**config.mk**
```make
export PLATFORM = sky130hd
export DESIGN_NAME = sss_sequencer
export DESIGN_NICKNAME = d
export VERILOG_FILES = /design/src/logic/sss_pkg.sv /design/src/logic/sss_sequencer.sv /design/src/logic/sss_vid_qual.sv /design/src/logic/sss_ramp.sv
export SDC_FILE = /design/constraint.sdc
export NUM_CORES = 1
export LEC_CHECK = 0
export BUFFER_PORTS_ARGS = -buffer_cell sky130_fd_sc_hd__buf_2
export CAP_MARGIN = 20
export CORE_UTILIZATION = 25
export CTS_BUF_LIST = sky130_fd_sc_hd__clkbuf_16
export DETAILED_ROUTE_END_ITERATION = 12
export PLACE_DENSITY_LB_ADDON = 0.2
export SYNTH_ARGS = -nofsm -noshare
export SYNTH_HDL_FRONTEND = slang
export SYNTH_SLANG_ARGS = --single-unit
export TNS_END_PERCENT = 100
```
**constraint.sdc**
```tcl
create_clock -name CLK -period 12 [get_ports CLK]
set_input_delay 1.2 -clock CLK [delete_from_list [all_inputs] [get_ports CLK]]
set_output_delay 1.2 -clock CLK [all_outputs]
set_load 0.1 [all_outputs]
```
**src/logic/sss_pkg.sv**
```systemverilog
// Purpose: Constants, types and state codes for the soft-start sequencer.
// Assumes: CLK at 250 MHz; comparators outside give digital levels.
// Notes: Reference codes count 6.25 mV steps from zero.
//
// Contract
// - In shutdown every PWM output is high impedance.
// - Leave shutdown only with bias reset risen and both enables above threshold.
// - Wait fixed first delay, 1.36 ms, before any ramp.
// - Ramp reference from zero to 1.1 V boot level, then hold there.
// - Ramps move 6.25 mV per soft-start oscillator period.
// - Boot hold lasts 85 us plus VID validation of at least 500 ns.
// - After hold sample VID; valid code starts ramp to VID minus offset.
// - OFF code shuts down until bias or an enable is cycled.
// - Ready rises 85 us after reference reaches final VID level.
// - Low-power request ignored until ready; normal PWM mode before.
// - Track on-the-fly VID changes stepwise without discontinuity.
// - During VID transition raise overcurrent trip and set overvoltage trip to maximum.
// - Load-current monitor above 1.11 V triggers overcurrent shutdown.
// - VID is 8 bits; all ones and all ones minus bit zero are OFF.
// - Ready held low in shutdown; high only after soft-start plus delay.

package sss_pkg;

  // ----------------------------------------------------------------
  // Timing
  // ----------------------------------------------------------------
  localparam int unsigned CLK_PERIOD_PS = 4000;
  localparam int unsigned T_FIRST_DELAY_NS = 1360000;
  localparam int unsigned T_BOOT_HOLD_NS = 85000;
  localparam int unsigned T_VID_QUAL_NS = 500;
  localparam int unsigned T_READY_DELAY_NS = 85000;
  localparam int unsigned FIRST_DELAY_CYC = (T_FIRST_DELAY_NS * 1000 + CLK_PERIOD_PS - 1) / CLK_PERIOD_PS;
  localparam int unsigned BOOT_HOLD_CYC = (T_BOOT_HOLD_NS * 1000 + CLK_PERIOD_PS - 1) / CLK_PERIOD_PS;
  localparam int unsigned VID_QUAL_CYC = (T_VID_QUAL_NS * 1000 + CLK_PERIOD_PS - 1) / CLK_PERIOD_PS;
  localparam int unsigned READY_DELAY_CYC = (T_READY_DELAY_NS * 1000 + CLK_PERIOD_PS - 1) / CLK_PERIOD_PS;
  localparam int unsigned CNT_W = 20;
  localparam int unsigned QUAL_W = 8;

  // ----------------------------------------------------------------
  // Codes
  // ----------------------------------------------------------------
  localparam int unsigned REF_W = 9;
  localparam logic [REF_W-1:0] REF_RESET = 9'h000;
  localparam logic [REF_W-1:0] BOOT_CODE = 9'h0B0;
  localparam logic [REF_W-1:0] VID_TOP_CODE = 9'h102;
  localparam logic [7:0] VID_OFF_A = 8'hFE;
  localparam logic [7:0] VID_OFF_B = 8'hFF;
  localparam logic [7:0] VID_RESET = 8'h00;
  localparam int unsigned OFS_W = 6;

  // ----------------------------------------------------------------
  // Types
  // ----------------------------------------------------------------
  typedef enum logic [2:0] {
    SSS_SHUTDOWN,
    SSS_FIRST_DELAY,
    SSS_RAMP_BOOT,
    SSS_HOLD_BOOT,
    SSS_RAMP_VID,
    SSS_READY_DELAY,
    SSS_REGULATE,
    SSS_LATCHED_OFF
  } sss_state_type;

  typedef struct packed {
    logic [7:0] code;
    logic valid;
    logic off;
  } sss_vid_type;

  typedef struct packed {
    logic oc_raised;
    logic ov_max;
  } sss_trip_type;

endpackage : sss_pkg

```
**src/logic/sss_sequencer.sv**
```systemverilog
// Purpose: Start-up and VID sequencer of a multiphase buck controller.
// Assumes: Enable, bias and current-monitor levels come from analog comparators.
// Notes: Long delays are parameters so a simulation can shorten them.

`timescale 1ns/10ps
`default_nettype none

module sss_sequencer #(
  parameter int unsigned FIRST_DELAY = sss_pkg::FIRST_DELAY_CYC,
  parameter int unsigned BOOT_HOLD = sss_pkg::BOOT_HOLD_CYC,
  parameter int unsigned READY_DELAY = sss_pkg::READY_DELAY_CYC
) (
  input wire logic CLK,
  input wire logic RST,
  input wire logic BIAS_POR_OK,
  input wire logic POWER_ENABLE_IN,
  input wire logic TERM_RAIL_ENABLE_IN,
  input wire logic [7:0] VOLTAGE_ID_CODE,
  input wire logic LOW_POWER_REQUEST_N,
  input wire logic LOAD_CURRENT_MONITOR_OVER,
  input wire logic SOFT_START_OSC,
  input wire logic [sss_pkg::OFS_W-1:0] OFFSET_PROGRAM_STEPS,
  output logic [sss_pkg::REF_W-1:0] REFERENCE_CODE,
  output logic PWM_OUTPUT_ENABLE,
  output logic LOW_POWER_MODE,
  output sss_pkg::sss_trip_type TRIP_ADJUST,
  output logic OVERCURRENT_SHUTDOWN,
  output logic REGULATOR_READY_OUT,
  output logic REGULATOR_READY_OUT_OE
);
  import sss_pkg::*;

  // ----------------------------------------------------------------
  // Input synchronisers
  // ----------------------------------------------------------------
  localparam int unsigned SYNC_W = 14;

  logic [SYNC_W-1:0] pin_raw;
  logic [SYNC_W-1:0] sync_a;
  logic [SYNC_W-1:0] sync_b;
  logic osc_last;

  assign pin_raw = {BIAS_POR_OK, POWER_ENABLE_IN, TERM_RAIL_ENABLE_IN,
                    LOW_POWER_REQUEST_N, LOAD_CURRENT_MONITOR_OVER,
                    SOFT_START_OSC, VOLTAGE_ID_CODE};

  always_ff @(posedge CLK or posedge RST) begin
    if (RST) begin
      sync_a <= '0;
      sync_b <= '0;
      osc_last <= 1'b0;
    end else begin
      sync_a <= pin_raw;
      sync_b <= sync_a;
      osc_last <= sync_b[8];
    end
  end

  wire por_ok = sync_b[13];
  wire pwr_en = sync_b[12];
  wire term_en = sync_b[11];
  wire lp_req_n = sync_b[10];
  wire load_current_monitor_over = sync_b[9];
  wire osc_lvl = sync_b[8];
  wire [7:0] vid_sync = sync_b[7:0];

  // Rising edge of the soft-start oscillator is one ramp step
  wire osc_tick = osc_lvl && !osc_last;

  // ----------------------------------------------------------------
  // VID qualification and target
  // ----------------------------------------------------------------
  sss_vid_type vid;

  sss_vid_qual u_vid_qual (
    .clk(CLK),
    .rst(RST),
    .vid_in(vid_sync),
    .vid(vid)
  );

  logic [REF_W-1:0] vid_volt;
  logic [REF_W-1:0] vid_final;
  logic [REF_W-1:0] ofs_ext;

  // Codes count down from the top of the range in 6.25 mV steps
  assign vid_volt = VID_TOP_CODE - {1'b0, vid.code};
  assign ofs_ext = {{(REF_W-OFS_W){1'b0}}, OFFSET_PROGRAM_STEPS};
  // target is VID less offset, floored at zero
  assign vid_final = (vid_volt > ofs_ext) ? (vid_volt - ofs_ext) : REF_RESET;

  // ----------------------------------------------------------------
  // Sequencer state
  // ----------------------------------------------------------------
  sss_state_type state;
  sss_state_type next_state;
  logic [CNT_W-1:0] cnt;
  logic [CNT_W-1:0] next_cnt;
  logic [REF_W-1:0] target_hold;
  logic [REF_W-1:0] next_target_hold;
  logic [REF_W-1:0] ramp_target;
  logic at_target;
  logic [REF_W-1:0] ref_code;

  wire enable_all = por_ok && pwr_en && term_en;

  wire running = (state != SSS_SHUTDOWN) && (state != SSS_LATCHED_OFF);
  wire first_done = (cnt >= CNT_W'(FIRST_DELAY - 1));
  wire hold_done = (cnt >= CNT_W'(BOOT_HOLD - 1));
  wire ready_done = (cnt >= CNT_W'(READY_DELAY - 1));

  // A new qualified code in regulation moves the target
  wire vid_change = vid.valid && !vid.off && (vid_final != target_hold);

  always_comb begin
    next_state = state;
    unique case (state)
      SSS_SHUTDOWN: begin
        if (enable_all) begin
          next_state = SSS_FIRST_DELAY;
        end
      end
      SSS_FIRST_DELAY: begin
        if (first_done) begin
          next_state = SSS_RAMP_BOOT;
        end
      end
      SSS_RAMP_BOOT: begin
        if (at_target) begin
          next_state = SSS_HOLD_BOOT;
        end
      end
      SSS_HOLD_BOOT: begin
        // fixed hold then wait for a qualified code
        if (hold_done && vid.valid) begin
          next_state = vid.off ? SSS_LATCHED_OFF : SSS_RAMP_VID;
        end
      end
      SSS_RAMP_VID: begin
        if (at_target) begin
          next_state = SSS_READY_DELAY;
        end
      end
      SSS_READY_DELAY: begin
        if (ready_done) begin
          next_state = SSS_REGULATE;
        end
      end
      SSS_REGULATE: begin
        if (vid.valid && vid.off) begin
          next_state = SSS_LATCHED_OFF;
        end
      end
      SSS_LATCHED_OFF: begin
        next_state = SSS_LATCHED_OFF;
      end
    endcase
    // only dropping an enable or the bias reset leaves the latch
    if (!enable_all) begin
      next_state = SSS_SHUTDOWN;
    end else if (running && load_current_monitor_over) begin
      next_state = SSS_LATCHED_OFF;
    end
  end

  assign next_cnt = (next_state != state) ? '0 :
                    ((cnt == {CNT_W{1'b1}}) ? cnt : cnt + 1'b1);

  always_comb begin
    next_target_hold = target_hold;
    if (state == SSS_HOLD_BOOT && hold_done && vid.valid && !vid.off) begin
      // sample the code at the end of the hold
      next_target_hold = vid_final;
    end else if (state == SSS_REGULATE && vid_change) begin
      next_target_hold = vid_final;
    end else if (!running) begin
      next_target_hold = REF_RESET;
    end
  end

  always_ff @(posedge CLK or posedge RST) begin
    if (RST) begin
      state <= SSS_SHUTDOWN;
      cnt <= '0;
      target_hold <= REF_RESET;
    end else begin
      state <= next_state;
      cnt <= next_cnt;
      target_hold <= next_target_hold;
    end
  end

  // ----------------------------------------------------------------
  // Reference ramp
  // ----------------------------------------------------------------
  assign ramp_target = (state == SSS_RAMP_BOOT || state == SSS_HOLD_BOOT) ? BOOT_CODE : target_hold;

  wire ramp_run = (state == SSS_RAMP_BOOT) || (state == SSS_RAMP_VID) || (state == SSS_REGULATE);

  sss_ramp u_ramp (
    .clk(CLK),
    .rst(RST),
    .clear(!running),
    .run(ramp_run),
    .tick(osc_tick),
    .target(ramp_target),
    .ref_code(ref_code),
    .at_target(at_target)
  );

  // stepping one code per tick avoids jumps in the output
  wire vid_moving = (state == SSS_REGULATE) && !at_target;
  wire vid_rising = vid_moving && (ref_code < target_hold);

  // ----------------------------------------------------------------
  // Outputs
  // ----------------------------------------------------------------
  logic ready;
  wire next_ready = (state == SSS_REGULATE) && (next_state == SSS_REGULATE);

  always_ff @(posedge CLK or posedge RST) begin
    if (RST) begin
      REFERENCE_CODE <= REF_RESET;
      PWM_OUTPUT_ENABLE <= 1'b0;
      LOW_POWER_MODE <= 1'b0;
      TRIP_ADJUST <= '0;
      OVERCURRENT_SHUTDOWN <= 1'b0;
      ready <= 1'b0;
    end else begin
      REFERENCE_CODE <= ref_code;
      // drivers see high impedance while shut down
      PWM_OUTPUT_ENABLE <= running && (next_state != SSS_SHUTDOWN) && (next_state != SSS_LATCHED_OFF);
      ready <= next_ready;
      LOW_POWER_MODE <= next_ready && !lp_req_n;
      // widen trips during transitions and step-ups
      TRIP_ADJUST.oc_raised <= vid_moving || vid_rising;
      TRIP_ADJUST.ov_max <= vid_moving || vid_rising;
      if (!enable_all) begin
        OVERCURRENT_SHUTDOWN <= 1'b0;
      end else if (running && load_current_monitor_over) begin
        OVERCURRENT_SHUTDOWN <= 1'b1;
      end
    end
  end

  // Open-drain ready: pull low unless ready
  assign REGULATOR_READY_OUT = 1'b0;
  assign REGULATOR_READY_OUT_OE = !ready;

endmodule : sss_sequencer

`default_nettype wire

```
**src/logic/sss_vid_qual.sv**
```systemverilog
// Purpose: Qualifies the VID code by requiring it to stand still.
// Assumes: Input already synchronised to CLK.
// Notes: Valid drops the cycle after the input code moves, one cycle before the registered code follows.

`timescale 1ns/10ps
`default_nettype none

module sss_vid_qual (
  input wire logic clk,
  input wire logic rst,
  input wire logic [7:0] vid_in,
  output sss_pkg::sss_vid_type vid
);
  import sss_pkg::*;

  logic [7:0] last;
  logic [QUAL_W-1:0] stable;
  logic [QUAL_W-1:0] next_stable;
  logic moved;
  logic qualified;

  assign moved = (vid_in != last);
  assign qualified = (stable >= QUAL_W'(VID_QUAL_CYC - 1));
  assign next_stable = moved ? '0 : (qualified ? stable : stable + 1'b1);

  always_ff @(posedge clk or posedge rst) begin
    if (rst) begin
      last <= VID_RESET;
      stable <= '0;
      vid <= '0;
    end else begin
      last <= vid_in;
      stable <= next_stable;
      vid.valid <= qualified && !moved;
      vid.code <= last;
      vid.off <= (last == VID_OFF_A) || (last == VID_OFF_B);
    end
  end

endmodule : sss_vid_qual

`default_nettype wire

```
**src/logic/sss_ramp.sv**
```systemverilog
// Purpose: Stepped reference code generator.
// Assumes: Tick is a one-cycle pulse per soft-start oscillator period.
// Notes: Moves one step up or down per tick toward the target.

`timescale 1ns/10ps
`default_nettype none

module sss_ramp (
  input wire logic clk,
  input wire logic rst,
  input wire logic clear,
  input wire logic run,
  input wire logic tick,
  input wire logic [sss_pkg::REF_W-1:0] target,
  output logic [sss_pkg::REF_W-1:0] ref_code,
  output logic at_target
);
  import sss_pkg::*;

  logic step_up;
  logic step_dn;

  // no step once code equals target
  assign at_target = (ref_code == target);
  assign step_up = run && tick && (ref_code < target);
  assign step_dn = run && tick && (ref_code > target);

  always_ff @(posedge clk or posedge rst) begin
    if (rst) begin
      ref_code <= REF_RESET;
    end else if (clear) begin
      ref_code <= REF_RESET;
    end else if (step_up) begin
      // one 6.25 mV step per tick
      ref_code <= ref_code + 1'b1;
    end else if (step_dn) begin
      ref_code <= ref_code - 1'b1;
    end
  end

endmodule : sss_ramp

`default_nettype wire

```
==> flow_summary.yaml <==
timing:
  fin_ws_ps: 7400
  min_period_ps: 4600
  finalHoldViolCount: 0
  relSlewSlack_pct: 31.5
  finClkSkew_ps: 10.2
  slew_violations: 0
  fmax_mhz: 218
  finalSetupTns_ps: 0
  setup_viol: 0
  rsz0062_at_grt: "false"
  fin_crit_sh_pct: 38.3
  worstMarginPinSlew_ps: 1020
cts:
  clock_path_buffers: 2
  ctsHoldBuffers: 0
  post_cts_buffers: 0
  htreeDepth: 3
  cts_resized: 0
  cts_root_buf: "clkbuf_16"
  clk_latency_ps: 360
  cts_tree: "done"
  cts.sinks: 110
  numCtsBuffers: 9
  clk_pin_slew_ps: 80
logic_synthesis:
  synthTopCellsByArea: "dfrtp_1 (50%), ha_1 (6.5%), xor2_1 (5.2%)"
  yosys_warnings: 0
  seq_area_frac_synth_pct: 49.5
  yosys_register_bits: 110
  syn_area_per_cell_um2: 10.2
  ys_top_cells_by_count: "dfrtp_1 (110), nor2_1 (69), nand2_1 (39), xor2_1 (33), ha_1 (29)"
  synth_edf_count: 0
  yosysMostFrequentCell: "dfrtp_1"
  netlist_instances: 544
  yosys.area.top_type: "dfrtp_1"
  syn_nets: 597
  synth_cell_types: 58
  yosys.area.top_type_share_pct: 49.5
  ys_async_sr_fraction_pct: 100
  synth_ff_type: "dfrtp_1"
  syn_area_mm2: 0.00556
detailed_routing:
  drt_pass1_iterations: 4
  wirelength_um: 11300
  drc: 0
  viasPerCell: 4.58
  dr_total_vias: 3966
  antenna_left: 0
  wire_per_inst_um: 13.1
  drt_iter0_drc: 239
place:
  place.gp.congestion: 0.759
  port_buffers: 36
  dp.cells: 849
  place.detailed.hpwl_um: 8270
  placed_cell_area_mm2: 0.00605
  dp_worst_setup_slack_ps: 7460
worst_setup_path:
  crit_top_cell: "o21a_1"
  critical-path-slowest-cell: "dfrtp_1"
  worstPathArrival_ps: 4850
  worstPathMaxFanout: 16
  cp_slowest_stage_delay_ps: 590
  start_kind: "flip-flop"
  cp-end-kind: "flip-flop"
  cp.required_ps: 12250
  path_buf_inv: 1
  crit_family: "compound AO/OA/AOI/OAI gates"
  critPathKind: "reg2reg"
  path_cells: "nand2b_1, nand2_1, ha_1, nor2b_1, o21a_1, o21a_1, o21a_1, o21a_1, o21bai_1, and2_1, inv_1, ha_1, nor2b_1, o21ai_0, a21boi_0, o21ai_0, a21boi_0, o21a_1, o2111ai_1, o31a_1, nand2_1"
floorplan:
  dieArea_mm2: 0.0228
  fp.dieW_um: 151
  core_mm2: 0.0218
  io_pins: 38
  rows: 54
  die_h_um: 151
  start_util_pct: 25.5
global_routing:
  grtUsageTotal_pct: 10.9
  first_global_vias: 3964
  grt_overflow_total: 0
  antenna_found_initial: 0
  grt_max_degree: 57
  grt_pass1_wl_um: 19500
min_path:
  hp-class: "reg2reg"
layout:
  final_area_mm2: 0.00637
  area_delta_synth_final_pct: 14.7
  n_antenna_cell: 0
  instances_no_fill: 866
  drive_gt1_share_pct: 11.4
  fin_nets: 634
pwr:
  ir_worst_vdd_v: 0.0000691
  power_density_mw_per_mm2: 124
  leakage_nw: 2.88
job:
  maxCapViolCount: 0
status:
  outcome: "completed"
## cell families after synthesis
| logic type | synth area share, % |
|---|---|
| multiplexers | 1.44 |
| AO/OA/AOI/OAI | 12.1 |
| other | 0.0675 |
| flip-flops | 49.5 |
| buffers and inverters | 2.84 |
| AND/OR/NAND/NOR | 18.6 |
| adder cells (fa/ha/maj) | 7.43 |
| XOR/XNOR | 8.04 |
## metrics by stage
stage	hold WS (ps)	utilization (%)	power, mW
floorplan	331	-	0.469
global placement	333	27.7	0.491
detailed placement	337	27.7	0.493
CTS	355	29.2	0.805
global route	363	29.2	0.834
finish	347	29.2	0.788
## layout make-up
| cell class | count | area, um2 |
|---|---|---|
| repair buffers | 39 | 203 |
| well taps | 280 | 350 |
| fillers | 2270 | 15500 |
| flip-flops and latches | 110 | 2750 |
| clock inverters | 7 | 83.8 |
| inverters | 27 | 104 |
| multi-input cells | 394 | 2650 |
| clock buffers | 9 | 225 |
## worst register-to-register path: cells and delay by family (launching register included)
| kind | cells | cell delay [ps] |
|---|---|---|
| buffers and inverters | 1 | 160 |
| adders and majority gates | 2 | 640 |
| AOI/OAI and AO/OA | 12 | 2160 |
| and+or+nand+nor | 6 | 930 |
| DFF | 1 | 590 |
## routing by layer
layer	up-vias	track usage (%)	share of wire, %
li1	1976	-	-
met1	1909	13.9	48
met2	67	17.8	48
met3	14	2.53	3.0
met4	0	4.35	1.8
met5	-	0	0
## registers in the layout (all words and copies together) (netlist names)
name,cells
LOW_POWER_MODE,1
OVERCURRENT_SHUTDOWN,1
PWM_OUTPUT_ENABLE,1
REFERENCE_CODE,9
TRIP_ADJUST,1
cnt,20
osc_last,1
ready,1
state,3
sync_a,14
sync_b,14
target_hold,9
u_ramp.ref_code,9
u_vid_qual.last,8
u_vid_qual.stable,8
u_vid_qual.vid,10
## placed cells by master, fill, tap and decap left out, types with 3 or more instances in the layout
cell / instances
xor2_1: 33
or2_2: 3
nand2_1: 39
or4_1: 3
a31oi_1: 5
nand2b_1: 8
or3_1: 3
nor4_1: 9
and2_1: 5
a22o_1: 9
clkbuf_16: 9
mux2i_1: 8
nor2_1: 69
xnor2_1: 18
buf_4: 3
a21oi_1: 20
nor3_1: 17
a211oi_1: 4
nand3_1: 22
o21ai_0: 14
a21o_1: 6
dfrtp_1: 110
o2111ai_1: 4
nor2b_1: 7
a21boi_0: 3
buf_2: 36
and3_1: 3
o21a_1: 6
and4_1: 4
o31a_1: 3
inv_1: 26
ha_1: 29
nand4_1: 8
## power by group
| part | internal, mW | total (mW) | switching (mW) |
|---|---|---|---|
| clock | 0.150 | 0.304 | 0.154 |
| sequential | 0.384 | 0.397 | 0.0135 |
| combinational | 0.0348 | 0.0871 | 0.0524 |
| total | 0.568 | 0.788 | 0.220 |
## worst paths after layout
kind / slack (ps) / end / startpoint / cells after the start
setup / recovery: 7400 / u_ramp.ref_code[8]$_DFFE_PP0P_ / state[2]$_DFF_PP0_ / 21
setup reg to reg: 7400 / u_ramp.ref_code[8]$_DFFE_PP0P_ / state[2]$_DFF_PP0_ / 21
min in group asynchronous: 950 / u_vid_qual.stable[1]$_DFFE_PP0N_ / RST / 2
hold reg to reg: 350 / sync_b[3]$_DFF_PP0_ / sync_a[3]$_DFF_PP0_ / 0
max in group asynchronous: 9890 / u_ramp.ref_code[1]$_DFFE_PP0P_ / RST / 3
hold / removal: 350 / sync_b[3]$_DFF_PP0_ / sync_a[3]$_DFF_PP0_ / 0
No activity file was read; power rests on OpenSTA's default activity.
